### src/design/tap_pkg.sv
// tap_pkg: constants and state encoding for the boundary-scan test port
// assumes: included by the tap port top and its edge sampler
package tap_pkg;

    // ------------------------------------------------------------
    // tap controller states
    // ------------------------------------------------------------
    typedef enum logic [3:0] {
        ST_RESET      = 4'h0,
        ST_IDLE       = 4'h1,
        ST_SEL_DR     = 4'h2,
        ST_CAP_DR     = 4'h3,
        ST_SHIFT_DR   = 4'h4,
        ST_EXIT1_DR   = 4'h5,
        ST_PAUSE_DR   = 4'h6,
        ST_EXIT2_DR   = 4'h7,
        ST_UPD_DR     = 4'h8,
        ST_SEL_IR     = 4'h9,
        ST_CAP_IR     = 4'hA,
        ST_SHIFT_IR   = 4'hB,
        ST_EXIT1_IR   = 4'hC,
        ST_PAUSE_IR   = 4'hD,
        ST_EXIT2_IR   = 4'hE,
        ST_UPD_IR     = 4'hF
    } tap_state_e;

    // ------------------------------------------------------------
    // register layout
    // ------------------------------------------------------------
    localparam int          IR_WIDTH      = 4;
    localparam int          ID_WIDTH      = 32;
    localparam logic [3:0]  IR_RESET      = 4'h1;  // idcode selected after reset
    localparam logic [3:0]  IR_CAPTURE    = 4'h1;  // fixed 01 capture pattern
    localparam logic [3:0]  IR_BYPASS     = 4'hF;
    localparam logic [3:0]  IR_IDCODE     = 4'h1;
    localparam logic [31:0] ID_VALUE      = 32'h00000001;  // arbitrary value, lsb is one
    localparam int          TLR_TMS_EDGES = 5;

endpackage : tap_pkg

### src/design/tck_edge_sampler.sv
// tck_edge_sampler: synchronises the test pins and finds test clock edges
// assumes: test clock far slower than i_clk (125 ns against 10 ns)
`timescale 1ns/100ps
`default_nettype none
module tck_edge_sampler
    import tap_pkg::*;
(
    input  wire logic i_clk,
    input  wire logic i_rstn,
    input  wire logic i_tck,
    input  wire logic i_tms,
    input  wire logic i_tdi,
    output logic      o_tck_rise,
    output logic      o_tck_fall,
    output logic      o_tms,
    output logic      o_tdi
);

    logic [1:0] tck_sync_reg;
    logic [1:0] tms_sync_reg;
    logic [1:0] tdi_sync_reg;
    logic       tck_last_reg;

    // ------------------------------------------------------------
    // two-stage synchronisers, first stage read only by second
    // ------------------------------------------------------------
    always_ff @(posedge i_clk) begin
        if (!i_rstn) begin
            tck_sync_reg <= 2'h0;
            tms_sync_reg <= 2'h3;
            tdi_sync_reg <= 2'h3;
            tck_last_reg <= 1'b0;
        end else begin
            tck_sync_reg <= {tck_sync_reg[0], i_tck};
            tms_sync_reg <= {tms_sync_reg[0], i_tms};
            tdi_sync_reg <= {tdi_sync_reg[0], i_tdi};
            tck_last_reg <= tck_sync_reg[1];
        end
    end

    assign o_tck_rise = tck_sync_reg[1] & ~tck_last_reg;
    assign o_tck_fall = ~tck_sync_reg[1] & tck_last_reg;
    assign o_tms      = tms_sync_reg[1];
    assign o_tdi      = tdi_sync_reg[1];

endmodule : tck_edge_sampler
`default_nettype wire

### src/design/boundary_scan_test_port.sv
// boundary_scan_test_port: tap controller with instruction, idcode and bypass
// assumes: pins already pulled up outside, test reset arrives async low
// Notes on behaviour
// RULE1: all test logic advances on test clock edges
// RULE2: mode select steers every controller transition
// RULE3: data in shifts into selected register
// RULE4: data out changes on falling test clock
// RULE5: data out undriven unless shifting
// RULE6: test reset forces reset state immediately
// RULE7: controller pulses test reset at power-up
// RULE8: floating data, mode, reset read high
// RULE9: unused port: reset tied low, clock low
// RULE10: sample rising edge; five highs reach reset
`timescale 1ns/100ps
`default_nettype none
module boundary_scan_test_port
    import tap_pkg::*;
(
    input  wire logic i_clk,
    input  wire logic i_rstn,
    input  wire logic i_tck,
    input  wire logic i_tms,
    input  wire logic i_tdi,
    input  wire logic i_trst_n,
    output logic      o_tdo,
    output logic      o_tdo_oe,
    output logic      o_test_reset
);

    logic                 tck_rise;
    logic                 tck_fall;
    logic                 tms_s;
    logic                 tdi_s;
    tap_state_e           state_reg;
    tap_state_e           state_next;
    logic [IR_WIDTH-1:0]  ir_shift_reg;
    logic [IR_WIDTH-1:0]  ir_reg;
    logic [ID_WIDTH-1:0]  dr_shift_reg;
    logic                 tdo_reg;
    logic                 tdo_oe_reg;
    logic                 trst_meta_reg;
    logic                 trst_n_reg;
    logic                 trst_hit;

    // ------------------------------------------------------------
    // pin sampling
    // ------------------------------------------------------------
    tck_edge_sampler u_sampler (
        .i_clk      (i_clk),
        .i_rstn     (i_rstn),
        .i_tck      (i_tck),
        .i_tms      (i_tms),      // RULE8
        .i_tdi      (i_tdi),
        .o_tck_rise (tck_rise),   // RULE1
        .o_tck_fall (tck_fall),
        .o_tms      (tms_s),
        .o_tdi      (tdi_s)
    );

    // test reset: async assert, sync release, also clears on system reset
    always_ff @(posedge i_clk or negedge i_trst_n) begin
        if (!i_trst_n) begin
            trst_meta_reg <= 1'b0;
            trst_n_reg    <= 1'b0;
        end else begin
            trst_meta_reg <= 1'b1;
            trst_n_reg    <= trst_meta_reg;
        end
    end

    assign trst_hit = ~trst_n_reg | ~i_rstn;

    // ------------------------------------------------------------
    // state transitions
    // ------------------------------------------------------------
    always_comb begin
        case (state_reg)  // RULE2
            ST_RESET:    state_next = tms_s ? ST_RESET    : ST_IDLE;  // RULE10
            ST_IDLE:     state_next = tms_s ? ST_SEL_DR   : ST_IDLE;
            ST_SEL_DR:   state_next = tms_s ? ST_SEL_IR   : ST_CAP_DR;
            ST_CAP_DR:   state_next = tms_s ? ST_EXIT1_DR : ST_SHIFT_DR;
            ST_SHIFT_DR: state_next = tms_s ? ST_EXIT1_DR : ST_SHIFT_DR;
            ST_EXIT1_DR: state_next = tms_s ? ST_UPD_DR   : ST_PAUSE_DR;
            ST_PAUSE_DR: state_next = tms_s ? ST_EXIT2_DR : ST_PAUSE_DR;
            ST_EXIT2_DR: state_next = tms_s ? ST_UPD_DR   : ST_SHIFT_DR;
            ST_UPD_DR:   state_next = tms_s ? ST_SEL_DR   : ST_IDLE;
            ST_SEL_IR:   state_next = tms_s ? ST_RESET    : ST_CAP_IR;
            ST_CAP_IR:   state_next = tms_s ? ST_EXIT1_IR : ST_SHIFT_IR;
            ST_SHIFT_IR: state_next = tms_s ? ST_EXIT1_IR : ST_SHIFT_IR;
            ST_EXIT1_IR: state_next = tms_s ? ST_UPD_IR   : ST_PAUSE_IR;
            ST_PAUSE_IR: state_next = tms_s ? ST_EXIT2_IR : ST_PAUSE_IR;
            ST_EXIT2_IR: state_next = tms_s ? ST_UPD_IR   : ST_SHIFT_IR;
            ST_UPD_IR:   state_next = tms_s ? ST_SEL_DR   : ST_IDLE;
            default:     state_next = ST_RESET;
        endcase
    end

    always_ff @(posedge i_clk or negedge i_trst_n) begin
        if (!i_trst_n) begin
            state_reg <= ST_RESET;  // RULE6
        end else if (trst_hit) begin
            state_reg <= ST_RESET;
        end else if (tck_rise) begin
            state_reg <= state_next;  // RULE10
        end
    end

    // ------------------------------------------------------------
    // instruction and data registers
    // ------------------------------------------------------------
    wire bypass_sel = (ir_reg != IR_IDCODE);

    always_ff @(posedge i_clk) begin
        if (trst_hit || state_reg == ST_RESET) begin
            ir_reg       <= IR_RESET;
            ir_shift_reg <= IR_CAPTURE;
            dr_shift_reg <= '0;
        end else if (tck_rise) begin
            case (state_reg)
                ST_CAP_IR:   ir_shift_reg <= IR_CAPTURE;
                ST_SHIFT_IR: ir_shift_reg <= {tdi_s, ir_shift_reg[IR_WIDTH-1:1]};  // RULE3
                ST_UPD_IR:   ir_reg       <= ir_shift_reg;
                ST_CAP_DR:   dr_shift_reg <= bypass_sel ? '0 : ID_VALUE;
                ST_SHIFT_DR: begin
                    if (bypass_sel) begin
                        dr_shift_reg <= {{(ID_WIDTH-1){1'b0}}, tdi_s};  // RULE3
                    end else begin
                        dr_shift_reg <= {tdi_s, dr_shift_reg[ID_WIDTH-1:1]};  // RULE3
                    end
                end
                default: ;
            endcase
        end
    end

    // ------------------------------------------------------------
    // data out on falling edge
    // ------------------------------------------------------------
    function automatic logic is_shift(input tap_state_e s);
        return (s == ST_SHIFT_DR) || (s == ST_SHIFT_IR);
    endfunction : is_shift

    wire shifting = is_shift(state_reg);
    wire tdo_bit  = (state_reg == ST_SHIFT_IR) ? ir_shift_reg[0] : dr_shift_reg[0];

    always_ff @(posedge i_clk) begin
        if (trst_hit) begin
            tdo_reg    <= 1'b0;
            tdo_oe_reg <= 1'b0;
        end else if (tck_fall) begin
            tdo_reg    <= tdo_bit;   // RULE4
            tdo_oe_reg <= shifting;  // RULE5
        end
    end

    assign o_tdo        = tdo_reg;
    assign o_tdo_oe     = tdo_oe_reg & ~trst_hit;  // RULE5
    assign o_test_reset = (state_reg == ST_RESET);

    // ------------------------------------------------------------
    // assertions
    // ------------------------------------------------------------
    logic [2:0] tms_high_reg;
    logic [2:0] tms_high_next;

    // run of tms-high rises, saturating at seven
    assign tms_high_next = !tms_s ? 3'h0 : (tms_high_reg == 3'h7) ? 3'h7 : tms_high_reg + 3'h1;

    always_ff @(posedge i_clk) begin
        if (!i_rstn) begin
            tms_high_reg <= 3'h0;
        end else if (tck_rise) begin
            tms_high_reg <= tms_high_next;
        end
    end

    a_five_tms_reset: assert property (@(posedge i_clk) disable iff (!i_rstn || !i_trst_n) // RULE10
        tms_high_reg >= 3'(TLR_TMS_EDGES) |-> state_reg == ST_RESET)
        else $error("five tms highs did not reset tap");
    a_state_on_edge: assert property (@(posedge i_clk) disable iff (!i_rstn || !i_trst_n) // RULE1
        !tck_rise |=> $stable(state_reg)) else $error("tap state moved without tck rise");
    a_tdo_on_fall: assert property (@(posedge i_clk) disable iff (!i_rstn || !i_trst_n) // RULE4
        !tck_fall |=> $stable(tdo_reg)) else $error("tdo changed off falling edge");
    a_tdo_hiz_idle: assert property (@(posedge i_clk) disable iff (!i_rstn || !i_trst_n) // RULE5
        tck_fall && !shifting |=> !o_tdo_oe) else $error("tdo driven outside shift");
    a_trst_reset: assert property (@(posedge i_clk) // RULE6
        !i_trst_n |-> state_reg == ST_RESET) else $error("test reset did not force reset state");
    a_tms_steer: assert property (@(posedge i_clk) disable iff (!i_rstn || !i_trst_n) // RULE2
        tck_rise && state_reg == ST_IDLE && tms_s |=> state_reg == ST_SEL_DR) else $error("tms ignored");
    a_ir_shift: assert property (@(posedge i_clk) disable iff (!i_rstn || !i_trst_n) // RULE3
        tck_rise && state_reg == ST_SHIFT_IR |=> ir_shift_reg[IR_WIDTH-1] == $past(tdi_s))
        else $error("tdi not shifted into instruction");
    a_exit_update: assert property (@(posedge i_clk) disable iff (!i_rstn || !i_trst_n) // RULE2
        tck_rise && state_reg == ST_EXIT1_DR && tms_s |=> state_reg == ST_UPD_DR) else $error("bad exit");
    a_ir_capture: assert property (@(posedge i_clk) disable iff (!i_rstn || !i_trst_n) // RULE3
        tck_rise && state_reg == ST_CAP_IR && !trst_hit |=> ir_shift_reg == IR_CAPTURE)
        else $error("instruction capture pattern not loaded");
    a_ir_update: assert property (@(posedge i_clk) disable iff (!i_rstn || !i_trst_n) // RULE3
        tck_rise && state_reg == ST_UPD_IR && !trst_hit |=> ir_reg == $past(ir_shift_reg))
        else $error("instruction not updated");
    a_bypass_shift: assert property (@(posedge i_clk) disable iff (!i_rstn || !i_trst_n) // RULE3
        tck_rise && state_reg == ST_SHIFT_DR && bypass_sel && !trst_hit |=> dr_shift_reg[0] == $past(tdi_s))
        else $error("tdi not shifted into bypass");
    a_id_shift: assert property (@(posedge i_clk) disable iff (!i_rstn || !i_trst_n) // RULE3
        tck_rise && state_reg == ST_SHIFT_DR && !bypass_sel && !trst_hit |=> dr_shift_reg[ID_WIDTH-1] == $past(tdi_s))
        else $error("tdi not shifted into id register");
    a_tdo_value: assert property (@(posedge i_clk) disable iff (!i_rstn || !i_trst_n) // RULE4
        tck_fall && !trst_hit |=> tdo_reg == $past(tdo_bit))
        else $error("tdo not taken from shift register");
    a_tdo_on_shift: assert property (@(posedge i_clk) disable iff (!i_rstn || !i_trst_n) // RULE5
        tck_fall && shifting && !trst_hit |=> o_tdo_oe)
        else $error("tdo not driven in shift");

    // ------------------------------------------------------------
    // cover points
    // ------------------------------------------------------------
    c_ir_update:  cover property (@(posedge i_clk) state_reg == ST_UPD_IR);
    c_dr_shift:   cover property (@(posedge i_clk) state_reg == ST_SHIFT_DR && tck_rise);
    c_tdo_driven: cover property (@(posedge i_clk) o_tdo_oe);
    c_trst_hold:  cover property (@(posedge i_clk) !trst_n_reg && i_rstn);
    c_tms_reset:  cover property (@(posedge i_clk) tms_high_reg >= 3'(TLR_TMS_EDGES));

endmodule : boundary_scan_test_port
`default_nettype wire

### config.mk
export PLATFORM = sky130hd
export DESIGN_NAME = boundary_scan_test_port
export DESIGN_NICKNAME = d
export VERILOG_FILES = /design/src/design/tap_pkg.sv /design/src/design/tck_edge_sampler.sv /design/src/design/boundary_scan_test_port.sv
export SDC_FILE = /design/constraint.sdc
export NUM_CORES = 1
export LEC_CHECK = 0
export BUFFER_PORTS_ARGS = -buffer_cell sky130_fd_sc_hd__buf_2
export CAP_MARGIN = 20
export CORE_ASPECT_RATIO = 0.6
export CORE_MARGIN = 3
export CORE_UTILIZATION = 60
export CTS_CLUSTER_DIAMETER = 150
export DETAILED_ROUTE_END_ITERATION = 8
export PLACE_DENSITY = 0.78
export REMOVE_ABC_BUFFERS = 1
export SLEW_MARGIN = 40
export SYNTH_ARGS = -nofsm -noshare
export SYNTH_HDL_FRONTEND = slang
export SYNTH_SLANG_ARGS = --single-unit
### constraint.sdc
create_clock -name i_clk -period 2.6 [get_ports i_clk]
set_input_delay 0.52 -clock i_clk [delete_from_list [all_inputs] [get_ports i_clk]]
set_output_delay 0.52 -clock i_clk [all_outputs]
set_load 0.1 [all_outputs]
Yosys cells after proc, flatten, opt, wreduce, memory -nomap -nowiden
Cells that the tools add are included.
{"block": "classes", "n_eq_ne": 16, "n_mux": 20, "bitwise": 9, "n_reduce_logical": 12}
{"operator": "$pmux 32 s2", "n": 1}
{"operator": "$pmux 4 s12", "n": 1}
{"operator": "$eq 4x4->1 const B", "n": 8}
{"operator": "$mux 32", "n": 1}
{"operator": "$mux 4", "n": 6}
{"operator": "$eq 4x3->1 const B", "n": 4}
{"operator": "$eq 4x2->1 const B", "n": 2}
{"operator": "$pmux 4 s2", "n": 1}
{"operator": "$mux 2", "n": 3}
{"operator": "$mux 3", "n": 2}
{"operator": "$reduce_and 2->1", "n": 3}
{"operator": "$reduce_bool 2->1", "n": 3}
{"operator": "$mux 1", "n": 5}
{"operator": "$not 1->1", "n": 5}
{"operator": "$eq 4x1->1 const B", "n": 1}
{"operator": "$logic_not 4->1", "n": 1}
{"operator": "$ne 4x1->1 const B", "n": 1}
{"operator": "$reduce_or 2->1", "n": 2}
{"operator": "$and 1x1->1", "n": 3}
{"operator": "$reduce_or 3->1", "n": 1}
{"operator": "$logic_or 1x1->1", "n": 2}
{"operator": "$or 1x1->1", "n": 1}
{"block": "word_totals", "out_inout_bits": 3, "inputBits": 6, "register_bits": 55, "word_cells": 69}

Depth between registers and ports, before layout
Gate-level depths: netlist of the first run.
{"block": "depth", "depth_word": 5, "mapped_depth": 6, "mapped_depth_nobuf": 4}

Hierarchy
A second synthesis of the first run with hierarchy kept.
{"block": "hier_totals", "hier_cells": 231, "hier_area_um2": 2154.6}
{"mod": "boundary_scan_test_port", "seq_area_each_um2": 991.0, "area_each_um2": 1958.1, "cells_each": 215, "n_inst": 1}
{"mod": "tck_edge_sampler", "seq_area_each_um2": 140.1, "area_each_um2": 196.4, "cells_each": 16, "n_inst": 1}

Worst setup path before layout of the first run
No wires, ideal clock.
{"block": "synth_path", "path_kind": "register -> register", "startpoint": "register state_reg[0]", "endpoint": "register dr_shift_reg[11]", "setup_time_ps": 117, "path_buffers": 3, "path_slack_ps": -1765, "arrival_time_ps": 4248, "synth_period_minus_slack_ps": 4365, "stages_incl_launch_ff": 7, "path_cell_list": "dfrtp_1 > buf_6 > nor4_1 > or2_1 > buf_2 > buf_4 > nor2_2"}
{"item": "start: declaration", "line_no": "boundary_scan_test_port.sv:34", "source": "tap_state_e state_reg;"}
{"item": "start signal: assignment", "line_no": "boundary_scan_test_port.sv:104", "source": "state_reg <= state_next;"}
{"item": "$logic_not 4->1"}
{"item": "named net o_test_reset", "line_no": "boundary_scan_test_port.sv:27", "source": "output logic o_test_reset"}
{"item": "$logic_or 1x1->1", "line_no": "boundary_scan_test_port.sv:114", "source": "if (trst_hit || state_reg == ST_RESET) begin"}
{"item": "end signal: assignment", "line_no": "boundary_scan_test_port.sv:123", "source": "ST_CAP_DR: dr_shift_reg <= bypass_sel ? '0 : ID_VALUE;"}
{"item": "end signal: assignment", "line_no": "boundary_scan_test_port.sv:126", "source": "dr_shift_reg <= {{(ID_WIDTH-1){1'b0}}, tdi_s};"}
{"item": "end signal: assignment", "line_no": "boundary_scan_test_port.sv:128", "source": "dr_shift_reg <= {tdi_s, dr_shift_reg[ID_WIDTH-1:1]};"}
{"item": "end: declaration", "line_no": "boundary_scan_test_port.sv:38", "source": "logic [ID_WIDTH-1:0] dr_shift_reg;"}
The timed path passes the listed nets, and every way through them passes these cells.
A chain may end at the register's enable or synchronous reset.

Worst setup path in the final report of the first run
{"block": "layout_path", "startpoint": "register state_reg[1]", "endpoint": "output port o_test_reset"}
{"block": "layout_via", "elab_chain_len": 1}
{"item": "$logic_not 4->1", "line_no": "boundary_scan_test_port.sv:158", "source": "assign o_test_reset = (state_reg == ST_RESET);"}
{"item": "end: declaration", "line_no": "boundary_scan_test_port.sv:27"}
Every way passes these cells.

==> results.json, run 1 <==
{
  "final_cells": 279,
  "nNetsFinal": 239,
  "critPathLaunchType": "register",
  "core_area_um2": 3420,
  "numCtsBuffers": 5,
  "die_y_um": 53.4,
  "place.detailed.hpwl_um": 2690,
  "fin_crit_sh_pct": 92.8,
  "max_freq_mhz": 414,
  "hp-class": "input port to asynchronous set/reset pin",
  "antenna_found_initial": 0,
  "slew_headroom_pct": 54.8,
  "synth_warnings": 0,
  "fp.dieArea_um2": 4530,
  "cellPowerDensity_nw_per_um2": 583,
  "grt_max_degree": 39,
  "crit_chain": "nor4_1, buf_2",
  "path_clk_slew_ns": 0.10,
  "whs_ns": 0.0337,
  "syn-mean-instance-area_um2": 9.62,
  "critical_path.endpoint_type": "output pin",
  "post_cts.repair.setup_buffers": 0,
  "grt_usage_pct": 19.9,
  "worstPathRequired_ns": 2.08,
  "syn_inst": 233,
  "finalHoldViolations": 0,
  "routed_wl_um": 4010,
  "maxCapViolCount": 0,
  "die_w_um": 84.9,
  "drive_above_1_share_pct": 19.2,
  "synthToLayoutAreaGrowth_pct": 4.91,
  "fin_util_pct": 68.7,
  "cts_resized": 0,
  "grt_setup_unrepaired": "false",
  "vdd_ir_drop_max_mv": 0.467,
  "crit_slowest_cell": "dfrtp_1",
  "routedWlPerCell_um": 14.4,
  "largest_register_ffs": 32,
  "max_stage_delay_ns": 0.61,
  "ios": 9,
  "grt_pass1_wl_um": 7030,
  "seq_area_frac_synth_pct": 50.4,
  "synth_ff_type": "dfxtp_1",
  "dr.pass1.iters": 4,
  "period_minus_slack_ns": 2.41,
  "crit_fanout": 22,
  "clk_latency_ns": 0.30,
  "grt_overflow": 0,
  "hold_buffers": 0,
  "synth.distinct_cells": 45,
  "status": "completed",
  "p_leak_nw": 0.738,
  "gp_congestion": 0.783,
  "start_util_pct": 65.5,
  "cts_buffer_depth": 2,
  "synth_edf_count": 0,
  "setup_viol": 0,
  "cts.sinks": 55,
  "dr.first_iter.drc_count": 129,
  "std_cell_rows": 16,
  "synthArstFlopShare_pct": 10.9,
  "htree_levels": 2,
  "fin_skew_ns": 0.00714,
  "criticalPathCategory": "register to output pin",
  "worstPathArrival_ns": 1.89,
  "dp.cells": 271,
  "drv_slew": 0,
  "port_buffers": 8,
  "grt_pass1_vias": 1514,
  "ant_nets": 0,
  "drc": 0,
  "ys_seq_elements": 55,
  "nFillCells": 237,
  "r2r_cells": 5,
  "via_count": 1640,
  "via_per_inst": 5.88,
  "syn_area_um2": 2240,
  "cts-root-buf": "clkbuf_8",
  "tightest_slew_ns": 0.676,
  "cts_tree": "yes",
  "diodes": 0
}
-- worst max-delay path, delay by kind of cell, from the launching register on --
family	cells	cell delay, ns
and+or+nand+nor	1	0.48
buffers and inverters	1	0.50
DFF	1	0.61
-- worst paths after layout --
path | from | end | slack, ns
worst min register to register | trst_meta_reg | trst_n_reg | 0.36
max in group asynchronous | i_trst_n | state_reg[0] | 2.41
min in group i_clk | trst_meta_reg | trst_n_reg | 0.36
worst max-delay path | state_reg[1] | o_test_reset | 0.19
worst min-delay path | i_trst_n | state_reg[3] | 0.03
worst max register to register | state_reg[1] | dr_shift_reg[18] | 0.52
-- cells by family (layout without fill, tap and decap cells) --
| family | after synthesis | after routing | synth area share [%] |
|---|---|---|---|
| AND/OR/NAND/NOR | 90 | 90 | 23.5 |
| AO/OA/AOI/OAI | 65 | 65 | 19.9 |
| flip-flops | 55 | 55 | 50.4 |
| buffers and inverters | 21 | 22 | 5.47 |
| other | 1 | 1 | 0.167 |
| multiplexers | 1 | 1 | 0.446 |
-- layer usage --
| layer | vias up | global-route usage (%) | wire (um) |
|---|---|---|---|
| met5 | - | 0 | 0 |
| met4 | 0 | 6.58 | 31 |
| met3 | 4 | 5.44 | 300 |
| met2 | 55 | 29.4 | 1690 |
| met1 | 751 | 28.1 | 1990 |
| li1 | 830 | - | - |
-- synth_stat cells (2+ instances only) --
cell type / count / area [um^2]
dfxtp_1: 49 / 981
a22oi_1: 32 / 240
nor2_2: 21 / 131
nor2_1: 16 / 60.1
a21oi_1: 11 / 55.1
nand2_1: 11 / 41.3
o21ai_0: 10 / 50.1
clkbuf_1: 7 / 26.3
dfrtp_1: 6 / 150
nand2b_1: 6 / 37.5
nand3_1: 6 / 30.0
buf_2: 5 / 25.0
buf_6: 4 / 45.0
nor2b_1: 4 / 25.0
and2_1: 3 / 18.8
nor4b_1: 3 / 26.3
a211oi_1: 2 / 15.0
and3_1: 2 / 12.5
buf_4: 2 / 15.0
inv_1: 2 / 7.51
nor3_1: 2 / 10.0
nor3b_1: 2 / 15.0
nor4_1: 2 / 12.5
o32ai_1: 2 / 17.5
or2_1: 2 / 12.5
or3_1: 2 / 12.5
-- per-stage QoR --
stage | setup TNS, ns | total power, W | setup WS (ns) | cell area, um^2
floorplan | -97.00 | 0.000892 | -2.42 | 2130
global placement | 0 | 0.000903 | 0.596 | 2250
detailed placement | 0 | 0.000905 | 0.524 | 2250
CTS | 0 | 0.00139 | 0.177 | 2350
global route | 0 | 0.00143 | 0.00155 | 2350
finish | 0 | 0.00137 | 0.187 | 2350
-- report_power, final --
group	internal, W	total (W)	switching, W
clock network	0.000218	0.000487	0.000269
logic	0.00000936	0.0000298	0.0000204
registers	0.000850	0.000855	0.00000531
-- layout make-up --
| cell class | instances | area, um^2 | share of cell area, % |
|---|---|---|---|
| repair buffers | 12 | 70.1 | 2.98 |
| flip-flops and latches | 55 | 1130 | 48.1 |
| clock buffers | 6 | 82.6 | 3.51 |
| well taps | 45 | 56.3 | 2.39 |
| clock inverters | 2 | 16.3 | 0.691 |
| inverters | 2 | 7.51 | 0.319 |
| multi-input cells | 157 | 988 | 42.0 |
-- cells in the final DEF (no fill, tap or decap), types with 3 or more instances in the layout --
master,Yosys,routed
dfxtp_1,49,49
and2_1,3,3
dfrtp_1,6,6
nor2b_1,4,4
nor4b_1,3,3
a21oi_1,11,11
buf_2,5,8
nand2b_1,6,6
nor2_1,16,16
a22oi_1,32,32
nand2_1,11,11
o21ai_0,10,10
nand3_1,6,6
buf_4,2,4
clkbuf_8,0,6
nor2_2,21,21
No activity file was read; power rests on OpenSTA's default activity.
==> run 2, diff against run 1 <==
- BUFFER_PORTS_ARGS: -buffer_cell sky130_fd_sc_hd__buf_2 -> default
- DONT_BUFFER_PORTS: default -> 1
- PLACE_DENSITY: 0.78 -> 0.76
- TNS_END_PERCENT: default -> 30
==> run 2 against run 1 <==
Clock skew hardly changed. Register-to-register slack worse by 0.04 ns. Critical endpoint unchanged. Critical path type unchanged. Combinational power hardly changed. Core utilization is 0.51 points higher. Highest routed layer unchanged.
==> results.json, run 2 (synthesis gave the netlist of run 1 again) <==
{
  "grt_setup_unrepaired": "false",
  "fin_util_pct": 69.2,
  "start_util_pct": 65.5,
  "tightest_slew_ns": 0.625,
  "fin_skew_ns": 0.00670,
  "p_leak_nw": 0.740,
  "synthToLayoutAreaGrowth_pct": 5.69,
  "nNetsFinal": 237,
  "clk_latency_ns": 0.30,
  "grt_pass1_wl_um": 7400,
  "cellPowerDensity_nw_per_um2": 562,
  "status": "completed",
  "place.detailed.hpwl_um": 2920,
  "maxCapViolCount": 0,
  "fin_crit_sh_pct": 87.2,
  "diodes": 0,
  "finalWorstSetupSlack_ns": 0.332,
  "critical_path.endpoint_type": "output pin",
  "cts_tree": "yes",
  "drv_slew": 0,
  "die_y_um": 53.4,
  "path_clk_slew_ns": 0.09,
  "grt_overflow": 0,
  "ios": 9,
  "cts_resized": 0,
  "vdd_ir_drop_max_mv": 0.504,
  "routed_wl_um": 4350,
  "ant_nets": 0,
  "largest_register_ffs": 32,
  "numCtsBuffers": 5,
  "antenna_found_initial": 0,
  "die_w_um": 84.9,
  "drive_above_1_share_pct": 18.1,
  "period_minus_slack_ns": 2.27,
  "routedWlPerCell_um": 15.7,
  "cts-root-buf": "clkbuf_8",
  "slew_headroom_pct": 58.3,
  "cts.sinks": 55,
  "finalHoldViolations": 0,
  "via_count": 1698,
  "cts_buffer_depth": 2,
  "max_freq_mhz": 441,
  "fp.dieArea_um2": 4530,
  "final_cells": 277,
  "worstPathRequired_ns": 2.08,
  "drc": 0,
  "criticalPathCategory": "register to output pin",
  "dp.cells": 268,
  "hp-class": "input port to register",
  "via_per_inst": 6.13,
  "crit_fanout": 22,
  "post-place-ws_ns": 0.520,
  "gp_congestion": 0.769,
  "worstPathArrival_ns": 1.75,
  "dr.first_iter.drc_count": 138,
  "grt_usage_pct": 21.0,
  "finalSetupTns_ns": 0,
  "grt_max_degree": 39,
  "p_total_w": 0.00133,
  "htree_levels": 2,
  "critPathLaunchType": "register",
  "dr.pass1.iters": 4,
  "layout_commonest_cell": "dfxtp_1",
  "setup_viol": 0,
  "core_area_um2": 3420,
  "port_buffers": 0,
  "std_cell_rows": 16,
  "final_cell_mix": "dfxtp_1, a22oi_1, nor2_2, nor2_1",
  "grt_pass1_vias": 1560
}
-- run 2: repair_timing --
item / in CTS / in global routing
hold endpoints to repair: 6 / 0
hold buffers: 1 / 0
setup buffers: 0 / 0
-- run 2: power breakdown --
part | switching [W] | internal [W] | total (W)
sequential | 0.00000576 | 0.000850 | 0.000856
clock | 0.000257 | 0.000189 | 0.000445
combinational | 0.0000197 | 0.0000103 | 0.0000301
-- run 2: layout make-up --
class                           count  area (um^2)
Fill cell                         254         1050
Clock buffer                        6         72.6
Tap cell                           45         56.3
Multi-Input combinational cell    157          995
Inverter                            2         7.51
Sequential cell                    55         1130
Timing Repair Buffer               10         95.1
Clock inverter                      2         12.5
-- run 2: final timing paths --
check | to | slack (ns) | cells past startpoint | startpoint
max | o_test_reset | 0.33 | 2 | state_reg[1]
min | u_sampler.tms_sync_reg[1] | 0.29 | 1 | i_rstn
max reg2reg | dr_shift_reg[7] | 0.48 | 5 | state_reg[1]
min reg2reg | trst_n_reg | 0.37 | 0 | trst_meta_reg
max in group asynchronous | state_reg[2] | 1.76 | 1 | i_trst_n
min in group asynchronous | state_reg[1] | 0.57 | 1 | i_trst_n
-- run 2: critical path, stage by stage, from the launching register on --
cell and delay, ns:
dfrtp_1 0.62, nor4_2 0.54, clkbuf_16 0.29
-- run 2: per-stage QoR --
step                      hold slack [ns]  instance area, um^2
after floorplan                     0.224                 2130
after global placement              0.225                 2270
after detailed placement            0.225                 2270
after CTS                           0.292                 2370
after global routing                0.286                 2370
final                               0.294                 2370
-- run 2: per-layer routing --
metal	vias to the layer above	GRT usage, %	wire length, um
li1	828	-	-
met4	0	5.26	53
met3	8	4.98	258
met2	57	32.1	1900
met1	805	30.0	2130
met5	-	0	0
==> run 3, diff against run 2 <==
- CELL_PAD_IN_SITES_DETAIL_PLACEMENT: default -> 0
- CELL_PAD_IN_SITES_GLOBAL_PLACEMENT: default -> 2
- CORE_UTILIZATION: 60 -> 43
- PLACE_DENSITY: 0.76 -> default
- PLACE_DENSITY_LB_ADDON: default -> 0.1
==> run 3 against run 2 <==
Highest routed layer unchanged. Sequential share of layout area decreased by 1.4 points. Clock-buffer cell count is the same. Largest cell class unchanged. Via count fell by 3.1%. Critical path type unchanged. First-iteration DRC count fell by 41%. Wire length down 1.7%. Die area rose by 36%. Non-clock buffer count grew 2. Combinational power grew 4%. Setup slack improved by 0.090 ns. Core utilization shrank 18 points.
==> results.json, run 3 (synthesis gave the netlist of run 1 again) <==
{
  "status": "completed",
  "critical_path.endpoint_type": "output pin",
  "cts_resized": 0,
  "cts_buffer_depth": 2,
  "die_w_um": 99.2,
  "htree_levels": 2,
  "path_clk_slew_ns": 0.09,
  "std_cell_rows": 19,
  "ios": 9,
  "period_minus_slack_ns": 2.18,
  "fp.dieArea_um2": 6150,
  "setup_viol": 0,
  "reg2reg_slack_ns": 0.50,
  "finalSetupTns_ns": 0,
  "dr.first_iter.drc_count": 81,
  "maxCapViolCount": 0,
  "max_stage_delay_ns": 0.45,
  "grt_usage_pct": 15.3,
  "gp_congestion": 0.752,
  "routedWlPerCell_um": 14.4,
  "dr.pass1.iters": 4,
  "cellPowerDensity_nw_per_um2": 603,
  "path_buf_inv": 2,
  "crit_slowest_cell": "dfrtp_1",
  "hp-class": "input port to register",
  "seqPwrFrac_pct": 58.0,
  "cts_tree": "yes",
  "antenna_found_initial": 0,
  "core_area_um2": 4800,
  "p_sw_share_pct": 20.1,
  "fin_skew_ns": 0.00756,
  "cp_top_family": "buffers and inverters",
  "grt_pass1_vias": 1523,
  "criticalPathCategory": "register to output pin",
  "drv_slew": 0,
  "via_per_inst": 5.54,
  "worstPathArrival_ns": 1.66,
  "fin_crit_sh_pct": 83.7,
  "layout_commonest_cell": "dfxtp_1",
  "drc": 0,
  "regArea_um2": 1130,
  "nNetsFinal": 239,
  "grt_max_degree": 39,
  "diodes": 0,
  "final_cell_mix": "dfxtp_1, a22oi_1, nor2_2, nor2_1",
  "grt_overflow": 0,
  "crit_chain": "buf_4, nor4_2, clkbuf_16",
  "nFillCells": 468,
  "start_util_pct": 46.7,
  "cts-root-buf": "clkbuf_8",
  "die_y_um": 61.9,
  "p_int_w": 0.00118,
  "drive_above_1_share_pct": 19.2,
  "crit_fanout": 13,
  "port_buffers": 0,
  "via_count": 1646,
  "numCtsBuffers": 5,
  "grt_setup_unrepaired": "false",
  "pwr-share-clk_pct": 39.9,
  "largest_register_ffs": 32,
  "max_freq_mhz": 459,
  "p_comb_share_pct": 2.1,
  "slew_headroom_pct": 61.9,
  "vdd_ir_drop_max_mv": 0.343,
  "worstPathRequired_ns": 2.08,
  "finalWorstSetupSlack_ns": 0.423,
  "multi_input_comb_area_um2": 995,
  "clk_latency_ns": 0.30,
  "synthToLayoutAreaGrowth_pct": 8.98,
  "p_sw_w": 0.000296,
  "finalHoldViolations": 0,
  "routed_wl_um": 4270,
  "p_leak_nw": 0.771,
  "grt_pass1_wl_um": 7490,
  "post-place-ws_ns": 0.534,
  "critPathLaunchType": "register",
  "place.detailed.hpwl_um": 2940,
  "tightest_slew_ns": 0.571,
  "cts.sinks": 55,
  "ant_nets": 0
}
[run 3: cell types whose count changed in the layout (fill, tap and decap cells not counted)]
cell	delta
bufinv_16	+1
buf_4	+2
clkbuf_8	+1
clkbuf_1	-1
inv_6	+1
clkinvlp_4	-1
clkinv_2	-1
[run 3: cell type report]
type | instances | share of cell area [%]
Multi-Input combinational cell | 157 | 40.7
Tap cell | 63 | 3.23
Clock inverter | 2 | 1.59
Timing Repair Buffer | 12 | 4.51
Clock buffer | 6 | 3.38
Sequential cell | 55 | 46.3
Inverter | 2 | 0.307
[run 3: what timing repair did]
item                      CTS  global route
hold endpoints to repair    6             0
setup buffers               0             0
hold buffers                1             0
[run 3: routing by layer]
layer	vias up	global-route usage, %	part of all wire (%)
li1	833	-	-
met1	786	22.8	57
met2	25	22.2	39
met3	2	4.01	3.5
met4	0	2.92	0.47
met5	-	0	0
[run 3: path summary, 6_finish.rpt]
path,from,cells after the start,to
worst max-delay path,state_reg[0],3,o_test_reset
worst min-delay path,i_rstn,1,u_sampler.tdi_sync_reg[0]
worst max register to register,state_reg[2],5,dr_shift_reg[27]
worst min register to register,trst_meta_reg,0,trst_n_reg
max in group asynchronous,i_trst_n,1,state_reg[1]
min in group asynchronous,i_trst_n,1,trst_n_reg
[run 3: power groups by stage]
stage / logic, W / clock network, W / registers (W)
finish: 0.0000312 / 0.000588 / 0.000855
detailed placement: 0.0000277 / 0 / 0.000874
global placement: 0.0000274 / 0 / 0.000874
global route: 0.0000343 / 0.000640 / 0.000856
floorplan: 0.0000174 / 0 / 0.000875
CTS: 0.0000311 / 0.000602 / 0.000855
[run 3: worst reg2reg max path, cell delays in order (launching register included)]
cell	delay [ns]
dfrtp_1	0.72
or4b_4	0.57
nor3_4	0.17
buf_4	0.32
a22oi_1	0.18
nor2_2	0.10
[run 3: stage by stage]
stage | hold slack (ns) | std cells | cell area (um^2) | power, W | utilization (%)
detailed placement | 0.225 | 288 | 2310 | 0.000902 | 48.2
global placement | 0.225 | 288 | 2310 | 0.000902 | 48.2
CTS | 0.280 | 297 | 2440 | 0.00149 | 50.9
finish | 0.290 | 297 | 2440 | 0.00147 | 50.9
floorplan | 0.224 | 214 | 2130 | 0.000892 | -
global route | 0.266 | 297 | 2440 | 0.00153 | 50.9
